$ cat src/node_link_defs.svh
`ifndef NODE_LINK_DEFS_SVH
`define NODE_LINK_DEFS_SVH
// ==========================================================
// register offsets
`define XCTL_OFF        8'h60
`define LINIT_OFF       8'h6C
// ==========================================================
// transaction control upper fields
`define XCTL_RST        32'h0F00_0000
`define XCTL_WMASK      32'hFFFF_8000
`define B_CFG_LIMIT     15
`define B_LINT_EN       16
`define B_WIDE_BCAST    17
`define B_WIDE_ID       18
`define B_WIDE_SPUR     19
`define B_SRC_TAG       20
`define F_NP_LIMIT      22:21
`define B_INST_SHARED   23
`define F_MED_PASS_MAX  25:24
`define F_HI_PASS_MAX   27:26
`define B_CPURD_HI      28
`define B_WR_LO_DIS     29
`define B_ISOC_HI_DIS   30
`define B_ISOC_MED_DIS  31
// ==========================================================
// link init control fields
`define B_RT_BYPASS     0
`define B_REQ_BLOCK     1
`define F_LAST_LINK     3:2
`define B_COLD_SCR      4
`define B_FW_SCR0       5
`define B_INIT_SCR      6
`define F_FW_SCR21      10:9
// ==========================================================
// values
`define LINK_LOCAL_CPU  2'h3
`define BCAST_NARROW    8'h0F
`define BCAST_WIDE      8'hFF
`define SPUR_FIXED_LOW  4'hF
`define NP_LIM_01       4'h1
`define NP_LIM_10       4'h4
`define NP_LIM_11       4'h8
`endif

$ cat src/node_link_pkg.sv
`default_nettype none
package node_link_pkg;
  // access priority classes
  typedef enum logic [1:0] {
    PRIO_LOW  = 2'h0,
    PRIO_MED  = 2'h1,
    PRIO_HIGH = 2'h2
  } prio_t;
  // kinds of access seen by the arbiter
  typedef enum logic [1:0] {
    KIND_CPU_READ  = 2'h0,
    KIND_WRITE     = 2'h1,
    KIND_ISOC_WR   = 2'h2,
    KIND_OTHER     = 2'h3
  } kind_t;
endpackage
`default_nettype wire

$ cat src/node_link_init_and_priority_ctrl.sv
// Overview of operation
// (RULE_01) limit bit redirects absent-node config accesses
// (RULE_02) firmware sets limit after fabric init
// (RULE_03) broadcast ExtInt/NMI become local interrupt lines
// (RULE_04) broadcast destination 0Fh or FFh
// (RULE_05) APIC identifier width four or eight
// (RULE_06) spurious vector low nibble fixed ones
// (RULE_07) tagging puts source node into SeqID
// (RULE_08) throttle outstanding downstream non-posted requests
// (RULE_09) fill install state shared or probe-based
// (RULE_10) medium passes counted, demote at maximum
// (RULE_11) high passes counted, demote at maximum
// (RULE_12) CPU reads medium, optionally high
// (RULE_13) plain writes low, optionally medium
// (RULE_14) isochronous writes high, medium or low
// (RULE_15) routing bypass resets one, default link
// (RULE_16) request block resets one except bootstrap
// (RULE_17) firmware clears blocks after table init
// (RULE_18) arrival link captured on each request; a CPU read in the same cycle wins and that arrival link is not captured
// (RULE_19) responses use captured link; local read 11b
// (RULE_20) cold scratch cleared only by cold reset
// (RULE_21) firmware scratch cleared only by cold reset
// (RULE_22) init scratch cleared by warm or cold
`timescale 1ns/1ps
`default_nettype none
`include "node_link_defs.svh"
module node_link_init_and_priority_ctrl (
  // clock and resets
  input  wire logic       mclk_i,
  input  wire logic       rstn_i,
  input  wire logic       warm_reset_i,
  input  wire logic       init_event_i,
  input  wire logic       bootstrap_processor_i,
  // configuration register port
  input  wire logic       cfg_wr_i,
  input  wire logic       cfg_rd_i,
  input  wire logic [7:0] cfg_addr_i,
  input  wire logic [31:0] cfg_wdata_i,
  output logic [31:0]     cfg_rdata_o,
  output logic            cfg_rvalid_o,
  // config access routing
  input  wire logic       cfg_valid_i,
  input  wire logic [2:0] cfg_target_node_i,
  input  wire logic [2:0] node_count_i,
  output logic            cfg_to_noncoherent_o,
  // interrupts
  input  wire logic       extint_bcast_i,
  input  wire logic       nmi_bcast_i,
  input  wire logic       apic_hw_en_i,
  output logic [1:0]      local_interrupt_lines_o,
  output logic            extint_o,
  output logic            nmi_o,
  // APIC modes
  output logic [7:0]      apic_broadcast_id_o,
  output logic [7:0]      apic_id_mask_o,
  input  wire logic       spur_wr_i,
  input  wire logic [7:0] spur_wdata_i,
  output logic [7:0]      spur_vector_o,
  // downstream requests
  input  wire logic [3:0] seq_id_i,
  input  wire logic [3:0] src_node_i,
  output logic [3:0]      seq_id_o,
  input  wire logic       np_issue_i,
  input  wire logic       np_done_i,
  output logic            np_stall_o,
  // cache fill
  input  wire logic       probe_shared_i,
  output logic            install_shared_o,
  // priority arbitration
  input  wire logic [1:0] access_kind_i,
  output logic [1:0]      access_prio_o,
  input  wire logic       med_pass_i,
  input  wire logic       hi_pass_i,
  input  wire logic       arb_grant_i,
  output logic            med_demote_o,
  output logic            hi_demote_o,
  // link routing
  input  wire logic       req_arrive_i,
  input  wire logic [1:0] req_link_i,
  input  wire logic       cpu_read_i,
  output logic            routing_table_bypass_o,
  output logic            request_issue_block_o,
  output logic [1:0]      resp_link_o
);

  // ==========================================================
  // state
  logic        rt_bypass_reg, req_block_reg, cold_scr_reg, init_scr_reg;
  logic        rvalid_reg, redirect_reg, extint_reg, nmi_reg;
  logic [1:0]  last_link_reg, med_cnt_reg, hi_cnt_reg, lint_reg;
  logic [2:0]  fw_scr_reg;
  logic [3:0]  spur_hi_reg, spur_lo_reg, np_cnt_reg, seq_reg;
  logic [31:0] xctl_reg, rdata_reg;

  // ==========================================================
  // decode
  wire        wr_xctl   = cfg_wr_i && (cfg_addr_i == `XCTL_OFF);
  wire        wr_linit  = cfg_wr_i && (cfg_addr_i == `LINIT_OFF);
  wire        convert   = xctl_reg[`B_LINT_EN] && apic_hw_en_i;
  wire [1:0]  np_sel    = xctl_reg[`F_NP_LIMIT];
  wire [3:0]  np_limit  = (np_sel == 2'h1) ? `NP_LIM_01 :
                          (np_sel == 2'h2) ? `NP_LIM_10 : `NP_LIM_11;
  wire        np_full   = (np_sel != 2'h0) && (np_cnt_reg >= np_limit);
  wire        np_inc    = np_issue_i && !np_full;
  wire [31:0] linit_val = {21'h0, fw_scr_reg[2:1], 2'h0, init_scr_reg,
                           fw_scr_reg[0], cold_scr_reg, last_link_reg,
                           req_block_reg, rt_bypass_reg};
  wire [31:0] rd_mux    = (cfg_addr_i == `XCTL_OFF)  ? xctl_reg :
                          (cfg_addr_i == `LINIT_OFF) ? linit_val : 32'h0;

  // ==========================================================
  // transaction control: loaded with XCTL_RST by cold and warm reset
  always_ff @(posedge mclk_i) begin
    if (!rstn_i || warm_reset_i) begin
      xctl_reg <= `XCTL_RST;
    end else if (wr_xctl) begin
      xctl_reg <= cfg_wdata_i & `XCTL_WMASK;
    end
  end

  // routing bypass and request block restart on cold or warm reset
  always_ff @(posedge mclk_i) begin
    if (!rstn_i || warm_reset_i) begin
      rt_bypass_reg <= 1'b1;                                   // RULE_15
      req_block_reg <= !bootstrap_processor_i;                 // RULE_16
    end else if (wr_linit) begin
      rt_bypass_reg <= cfg_wdata_i[`B_RT_BYPASS];
      // hardware only sets, so software may only clear
      req_block_reg <= req_block_reg & cfg_wdata_i[`B_REQ_BLOCK]; // RULE_16
    end
  end

  // scratch bits survive what they are meant to detect
  always_ff @(posedge mclk_i) begin
    if (!rstn_i) begin
      cold_scr_reg <= 1'b0;                                    // RULE_20
      fw_scr_reg   <= 3'h0;                                    // RULE_21
    end else if (wr_linit) begin
      cold_scr_reg <= cfg_wdata_i[`B_COLD_SCR];
      fw_scr_reg   <= {cfg_wdata_i[`F_FW_SCR21], cfg_wdata_i[`B_FW_SCR0]};
    end
  end

  always_ff @(posedge mclk_i) begin
    if (!rstn_i || warm_reset_i) begin
      init_scr_reg <= 1'b0;                                    // RULE_22
    end else if (wr_linit) begin
      init_scr_reg <= cfg_wdata_i[`B_INIT_SCR];
    end
  end

  // arrival link captured before the request is serviced
  always_ff @(posedge mclk_i) begin
    if (!rstn_i || warm_reset_i) begin
      last_link_reg <= 2'h0;
    end else if (cpu_read_i) begin
      last_link_reg <= `LINK_LOCAL_CPU;                        // RULE_19
    end else if (req_arrive_i) begin
      last_link_reg <= req_link_i;                             // RULE_18
    end
  end

  // ==========================================================
  // register read port, one cycle latency
  always_ff @(posedge mclk_i) begin
    if (!rstn_i) begin
      rdata_reg  <= 32'h0;
      rvalid_reg <= 1'b0;
    end else begin
      rdata_reg  <= cfg_rd_i ? rd_mux : rdata_reg;
      rvalid_reg <= cfg_rd_i;
    end
  end

  // ==========================================================
  // spurious vector, low nibble only stored when wide mode is on
  always_ff @(posedge mclk_i) begin
    if (!rstn_i || warm_reset_i) begin
      spur_hi_reg <= 4'h0;
      spur_lo_reg <= `SPUR_FIXED_LOW;
    end else if (spur_wr_i) begin
      spur_hi_reg <= spur_wdata_i[7:4];
      if (xctl_reg[`B_WIDE_SPUR]) begin
        spur_lo_reg <= spur_wdata_i[3:0];                      // RULE_06
      end
    end
  end

  // ==========================================================
  // request-path outputs, registered
  always_ff @(posedge mclk_i) begin
    if (!rstn_i) begin
      redirect_reg <= 1'b0;
      lint_reg     <= 2'h0;
      extint_reg   <= 1'b0;
      nmi_reg      <= 1'b0;
      seq_reg      <= 4'h0;
    end else begin
      redirect_reg <= cfg_valid_i && xctl_reg[`B_CFG_LIMIT]
                      && (cfg_target_node_i > node_count_i);   // RULE_01
      lint_reg     <= {nmi_bcast_i && convert, extint_bcast_i && convert}; // RULE_03
      extint_reg   <= extint_bcast_i && !convert;
      nmi_reg      <= nmi_bcast_i && !convert;
      seq_reg      <= xctl_reg[`B_SRC_TAG] ? src_node_i : seq_id_i; // RULE_07
    end
  end

  // ==========================================================
  // outstanding non-posted counter; issue is refused while full
  always_ff @(posedge mclk_i) begin
    if (!rstn_i || warm_reset_i) begin
      np_cnt_reg <= 4'h0;
    end else if (np_inc && !(np_done_i && np_cnt_reg != 4'h0)) begin
      np_cnt_reg <= np_cnt_reg + 4'h1;                         // RULE_08
    end else if (!np_inc && np_done_i && np_cnt_reg != 4'h0) begin
      np_cnt_reg <= np_cnt_reg - 4'h1;
    end
  end

  // ==========================================================
  // bypass counters: a grant while demoted restarts the count
  always_ff @(posedge mclk_i) begin
    if (!rstn_i || warm_reset_i) begin
      med_cnt_reg <= 2'h0;
      hi_cnt_reg  <= 2'h0;
    end else begin
      if (med_demote_o && arb_grant_i) begin
        med_cnt_reg <= 2'h0;                                   // RULE_10
      end else if (med_pass_i && !med_demote_o) begin
        med_cnt_reg <= med_cnt_reg + 2'h1;
      end
      if (hi_demote_o && arb_grant_i) begin
        hi_cnt_reg <= 2'h0;                                    // RULE_11
      end else if (hi_pass_i && !hi_demote_o) begin
        hi_cnt_reg <= hi_cnt_reg + 2'h1;
      end
    end
  end

  // ==========================================================
  // priority classification
  wire       isoc_hi_dis  = xctl_reg[`B_ISOC_HI_DIS];
  wire       isoc_med_dis = xctl_reg[`B_ISOC_MED_DIS];
  wire [1:0] isoc_prio    = !isoc_hi_dis  ? node_link_pkg::PRIO_HIGH :
                            !isoc_med_dis ? node_link_pkg::PRIO_MED :
                                            node_link_pkg::PRIO_LOW;  // RULE_14
  wire [1:0] rd_prio      = xctl_reg[`B_CPURD_HI] ? node_link_pkg::PRIO_HIGH
                                                  : node_link_pkg::PRIO_MED; // RULE_12
  wire [1:0] wr_prio      = xctl_reg[`B_WR_LO_DIS] ? node_link_pkg::PRIO_MED
                                                   : node_link_pkg::PRIO_LOW; // RULE_13

  assign access_prio_o =
    (access_kind_i == node_link_pkg::KIND_CPU_READ) ? rd_prio :
    (access_kind_i == node_link_pkg::KIND_WRITE)    ? wr_prio :
    (access_kind_i == node_link_pkg::KIND_ISOC_WR)  ? isoc_prio :
                                                      node_link_pkg::PRIO_MED;

  // ==========================================================
  // outputs
  assign med_demote_o         = (med_cnt_reg >= xctl_reg[`F_MED_PASS_MAX]); // RULE_10
  assign hi_demote_o          = (hi_cnt_reg >= xctl_reg[`F_HI_PASS_MAX]);   // RULE_11
  assign np_stall_o           = np_full;                                   // RULE_08
  assign install_shared_o     = xctl_reg[`B_INST_SHARED] || probe_shared_i; // RULE_09
  assign apic_broadcast_id_o  = xctl_reg[`B_WIDE_BCAST] ? `BCAST_WIDE
                                                        : `BCAST_NARROW;   // RULE_04
  assign apic_id_mask_o       = xctl_reg[`B_WIDE_ID] ? `BCAST_WIDE
                                                     : `BCAST_NARROW;      // RULE_05
  assign spur_vector_o        = {spur_hi_reg, xctl_reg[`B_WIDE_SPUR] ? spur_lo_reg
                                                     : `SPUR_FIXED_LOW};   // RULE_06
  assign cfg_rdata_o          = rdata_reg;
  assign cfg_rvalid_o         = rvalid_reg;
  assign cfg_to_noncoherent_o = redirect_reg;
  assign local_interrupt_lines_o = lint_reg;
  assign extint_o             = extint_reg;
  assign nmi_o                = nmi_reg;
  assign seq_id_o             = seq_reg;
  assign routing_table_bypass_o = rt_bypass_reg;                           // RULE_15
  assign request_issue_block_o  = req_block_reg;                           // RULE_16
  assign resp_link_o          = last_link_reg;                             // RULE_19

  // ==========================================================
  // checks
  property p_redirect;
    @(posedge mclk_i) disable iff (!rstn_i)
    cfg_valid_i && xctl_reg[`B_CFG_LIMIT] && (cfg_target_node_i > node_count_i)
      |=> cfg_to_noncoherent_o;
  endproperty
  a_redirect: assert property (p_redirect) else $error("config not redirected"); // RULE_01
  property p_lint;
    @(posedge mclk_i) disable iff (!rstn_i)
    extint_bcast_i && xctl_reg[`B_LINT_EN] && apic_hw_en_i
      |=> local_interrupt_lines_o[0] && !extint_o;
  endproperty
  a_lint: assert property (p_lint) else $error("extint not converted"); // RULE_03
  property p_bcast;
    @(posedge mclk_i) disable iff (!rstn_i)
    apic_broadcast_id_o == (xctl_reg[`B_WIDE_BCAST] ? 8'hFF : 8'h0F);
  endproperty
  a_bcast: assert property (p_bcast) else $error("broadcast id wrong"); // RULE_04
  property p_spur;
    @(posedge mclk_i) disable iff (!rstn_i)
    !xctl_reg[`B_WIDE_SPUR] |-> spur_vector_o[3:0] == 4'hF;
  endproperty
  a_spur: assert property (p_spur) else $error("spurious nibble not fixed"); // RULE_06
  property p_np_one;
    @(posedge mclk_i) disable iff (!rstn_i)
    (xctl_reg[`F_NP_LIMIT] == 2'h1) && (np_cnt_reg != 4'h0) |-> np_stall_o;
  endproperty
  a_np_one: assert property (p_np_one) else $error("limit of one exceeded"); // RULE_08
  property p_med;
    @(posedge mclk_i) disable iff (!rstn_i || warm_reset_i)
    med_pass_i && !med_demote_o && !arb_grant_i && !wr_xctl
      && (med_cnt_reg + 2'h1 == xctl_reg[`F_MED_PASS_MAX]) |=> med_demote_o;
  endproperty
  a_med: assert property (p_med) else $error("medium demote missed"); // RULE_10
  property p_rd_prio;
    @(posedge mclk_i) disable iff (!rstn_i)
    access_kind_i == node_link_pkg::KIND_CPU_READ && !xctl_reg[`B_CPURD_HI]
      |-> access_prio_o == node_link_pkg::PRIO_MED;
  endproperty
  a_rd_prio: assert property (p_rd_prio) else $error("cpu read priority"); // RULE_12
  property p_rt_reset;
    @(posedge mclk_i)
    !rstn_i |=> routing_table_bypass_o;
  endproperty
  a_rt_reset: assert property (p_rt_reset) else $error("bypass not set"); // RULE_15
  property p_link;
    @(posedge mclk_i) disable iff (!rstn_i || warm_reset_i)
    req_arrive_i && !cpu_read_i |=> resp_link_o == $past(req_link_i);
  endproperty
  a_link: assert property (p_link) else $error("link not captured"); // RULE_18
  property p_cold_keep;
    @(posedge mclk_i) disable iff (!rstn_i)
    warm_reset_i && !wr_linit |=> $stable(cold_scr_reg) && $stable(fw_scr_reg);
  endproperty
  a_cold_keep: assert property (p_cold_keep) else $error("scratch lost"); // RULE_20
  c_stall: cover property (@(posedge mclk_i) disable iff (!rstn_i) np_stall_o);
  c_hidem: cover property (@(posedge mclk_i) disable iff (!rstn_i)
                           hi_demote_o && arb_grant_i);
  c_local: cover property (@(posedge mclk_i) disable iff (!rstn_i)
                           resp_link_o == 2'h3);
  c_init: cover property (@(posedge mclk_i) disable iff (!rstn_i) init_event_i && init_scr_reg);
endmodule
`default_nettype wire

$ cat config.mk
export PLATFORM = sky130hd
export DESIGN_NAME = node_link_init_and_priority_ctrl
export DESIGN_NICKNAME = d
export VERILOG_FILES = /design/src/node_link_pkg.sv /design/src/node_link_init_and_priority_ctrl.sv
export VERILOG_INCLUDE_DIRS = /design/src
export SDC_FILE = /design/constraint.sdc
export NUM_CORES = 1
export LEC_CHECK = 0
export ABC_AREA = 1
export BUFFER_PORTS_ARGS = -buffer_cell sky130_fd_sc_hd__buf_2
export CAP_MARGIN = 10
export CORE_ASPECT_RATIO = 1.5
export CORE_MARGIN = 2
export CORE_UTILIZATION = 40
export DETAILED_ROUTE_END_ITERATION = 7
export GPL_ROUTABILITY_DRIVEN = 0
export HOLD_SLACK_MARGIN = 0.15
export PLACE_DENSITY = 0.73
export SLEW_MARGIN = 20
export SYNTH_ARGS = -nofsm -noshare
export SYNTH_HDL_FRONTEND = slang
export SYNTH_SLANG_ARGS = --single-unit
$ cat constraint.sdc
create_clock -name mclk_i -period 2.2 [get_ports mclk_i]
set_input_delay 0.33 -clock mclk_i [delete_from_list [all_inputs] [get_ports mclk_i]]
set_output_delay 0.33 -clock mclk_i [all_outputs]
set_load 0.005 [all_outputs]
==> metrics.cfg <==
[floorplan]
start_util_pct=41.0
core_area_sq_um=8410
die_w_um=79.9
io_pins=162
fp-row-count=41
die-height_um=118
die_area_sq_um=9400

[cts]
cts_max_path_buffers=2
cts_htree_levels=3
cts_tree=yes
clkTransAtPathRegs_ns=0.06
cts_hold_buf=0
clock_sinks=78
numCtsBuffers=9
root_buffer=clkbuf_16
clk_latency_ns=0.33

[route]
wirelength_mm=8.63
wire_per_inst_um=12.5
drt_iter0_drc=160
vias_per_cell=4.76
ant_nets=0
first_pass_iters=4
drc_errors=0
vias=3283

[outcome]
outcome=finished with violations
failed_checks=negative setup slack

[synth]
synth-warning-count=0
synth_top_area_share_pct=44.7
ys_ff_latch=78
syn_avg_cell_area_sq_um=7.81
synthDistinctLibCells=34
synthTopCellsByArea=dfxtp_1 45%, nand2_1 9.8%, a21oi_1 6.5%, ha_1 5.4%, buf_4 4.8%
postSynthCellCount=442
syn_area_sq_um=3450
yosys.area.top_type=dfxtp_1
yosysSeqAreaShare_pct=45.5

[placement]
place_hpwl_mm=6.50
port_buffers=138
place_inst=669

[sta]
slew_violations=0
timing.fmax_mhz=453
hold_viol=0
setup_violations=1
finClkSkew_ns=0.00200
rsz0062_at_grt=yes
fin_crit_sh_pct=100
period_needed_ns=2.21
setup_ws_ns=-0.00757

[finish]
fill_cells=845
drive_gt1_share_pct=33.6
largest_reg_flops=26
antenna_cells=0
finish.utilization_pct=54.4
finalNonFillerCells=690
fin_nets=680
area_growth_syn_to_layout_pct=32.5

[critical_path]
cpPeakStageDelay_ns=0.37
critPathBufInv=2
critical_path_class=reg -> reg
cp_cell_sequence=inv_4 -> ha_4 -> ha_4 -> a21oi_2 -> nand2_1 -> nand2_2 -> nand3_4 -> ha_4 -> nand2_2 -> nand2_1 -> a31oi_1 -> inv_1 -> nand2_2 -> nand3_2 -> nand2_1 -> nor2_1
cp.required_ns=2.43
crit_arrival_ns=2.43
crit_fanout=4
cp_top_family=adder cells
crit_path_end_kind=register
cp-start-kind=register
slowest_stage=dfxtp_4

[run]
cap_violations=0

[grt]
grt_overflow=0
grt_max_degree=29
grt_pass1_wl_mm=13.7
antenna_found_initial=0
grt_pass1_vias=3069
track_usage_pct=18.6

[hold_path]
worstHoldPathType=in -> reg

[power_and_ir_drop]
vdd_drop_max_uv=396
power.density_nw_per_um2=687
leakage_nw=2.24

[timing repair]
action / CTS / global route
resized for setup: 10 / 4
setup endpoints to repair: 1 / 4
buffers inserted: 5 / 0
pin swaps: 11 / 0
[layout by cell type, fill, tap and decap left out, types with 2 or more instances in the layout]
| cell | instances |
|---|---|
| buf_2 | 138 |
| nand2_1 | 87 |
| dfxtp_1 | 75 |
| a21oi_1 | 43 |
| inv_1 | 38 |
| nor2_1 | 36 |
| o21ai_0 | 33 |
| nand3_1 | 27 |
| conb_1 | 14 |
| buf_4 | 13 |
| ha_1 | 9 |
| clkbuf_16 | 9 |
| o211ai_1 | 6 |
| nor3_1 | 5 |
| ha_4 | 5 |
| clkinv_2 | 4 |
| nand2_2 | 3 |
| o21ai_1 | 3 |
| clkinvlp_4 | 3 |
| inv_4 | 2 |
| a21oi_2 | 2 |
| a211oi_1 | 2 |
| a311oi_1 | 2 |
| clkinv_1 | 2 |
| mux2_2 | 2 |
| xor2_1 | 2 |
| dfxtp_4 | 2 |
[cells by family (layout without fill, tap and decap cells)]
family,count (synthesis),after routing,synth area share [%]
buffers and inverters,82,211,11.7
xor gates and xnor gates,3,3,0.761
adders and majority gates,16,16,6.02
muxes,2,2,0.652
DFF,78,78,45.5
AOI/OAI and AO/OA,93,93,14.5
and+or+nand+nor,166,166,20.6
other,2,14,0.218
[metal layers]
metal	part of all wire, %	track usage, %	vias up
li1	-	-	1673
met1	40	20.4	1480
met2	51	31.9	107
met3	5.6	5.06	23
met4	3.7	9.85	0
met5	0	0	-
[final cells by class]
type / instances / area, sq um / share of cell area [%]
repair buffers: 151 / 788 / 17.2
clock inverters: 6 / 37.5 / 0.821
inverters: 44 / 171 / 3.75
flip-flops and latches: 78 / 1580 / 34.5
well taps: 107 / 134 / 2.93
multi-input cells: 294 / 1620 / 35.5
clock buffers: 10 / 239 / 5.23
[tightest hold or removal path, cell delays in order]
cell and delay, ns:
buf_2 0.08, nand2_1 0.05, nand3_1 0.05
[report_power, final]
group          total [mW]  switching (mW)  leakage, nW  internal [mW]
clock network        1.35           0.562        0.130          0.787
registers            1.47          0.0215        0.639           1.45
logic               0.321           0.174         1.47          0.147
total                3.14           0.758         2.24           2.38
[synthesized netlist by cell type, drive strengths merged]
cell,n
buf,29
clkinv,3
xnor2,1
or2,2
inv,41
clkbuf,9
o21ai,36
conb,2
a31oi,1
a211oi,3
edfxtp,1
mux2,2
nor3,6
o211ai,6
a21oi,45
fa,1
nor2,37
a311oi,2
nand2,91
nor4,1
dfxtp,77
xor2,2
nand3,29
ha,15
[final timing paths]
path	start	endpoint	slack [ns]	cells after the start
worst max-delay path	xctl_reg[21]	np_cnt_reg[3]	-0.008	16
worst min-delay path	cfg_wdata_i[24]	xctl_reg[24]	0.21	3
worst max register to register	xctl_reg[21]	np_cnt_reg[3]	-0.008	16
worst min register to register	spur_hi_reg[3]	spur_hi_reg[3]	0.46	2
[stage by stage]
step                      total power, mW  instance area, sq um  setup TNS (ns)  hold WS, ns  setup WS, ns
after global routing                 3.29                  4570          -0.341        0.200        -0.145
after CTS                            3.18                  4560        -0.00928        0.195      -0.00928
after detailed placement             1.81                  4200          -0.154        0.456        -0.154
after floorplan                      1.68                  3550               0        0.438        0.0341
final                                3.14                  4570        -0.00757        0.210      -0.00757
after global placement               1.80                  4200         -0.0329        0.445       -0.0329
No activity file was read; power rests on OpenSTA's default activity.
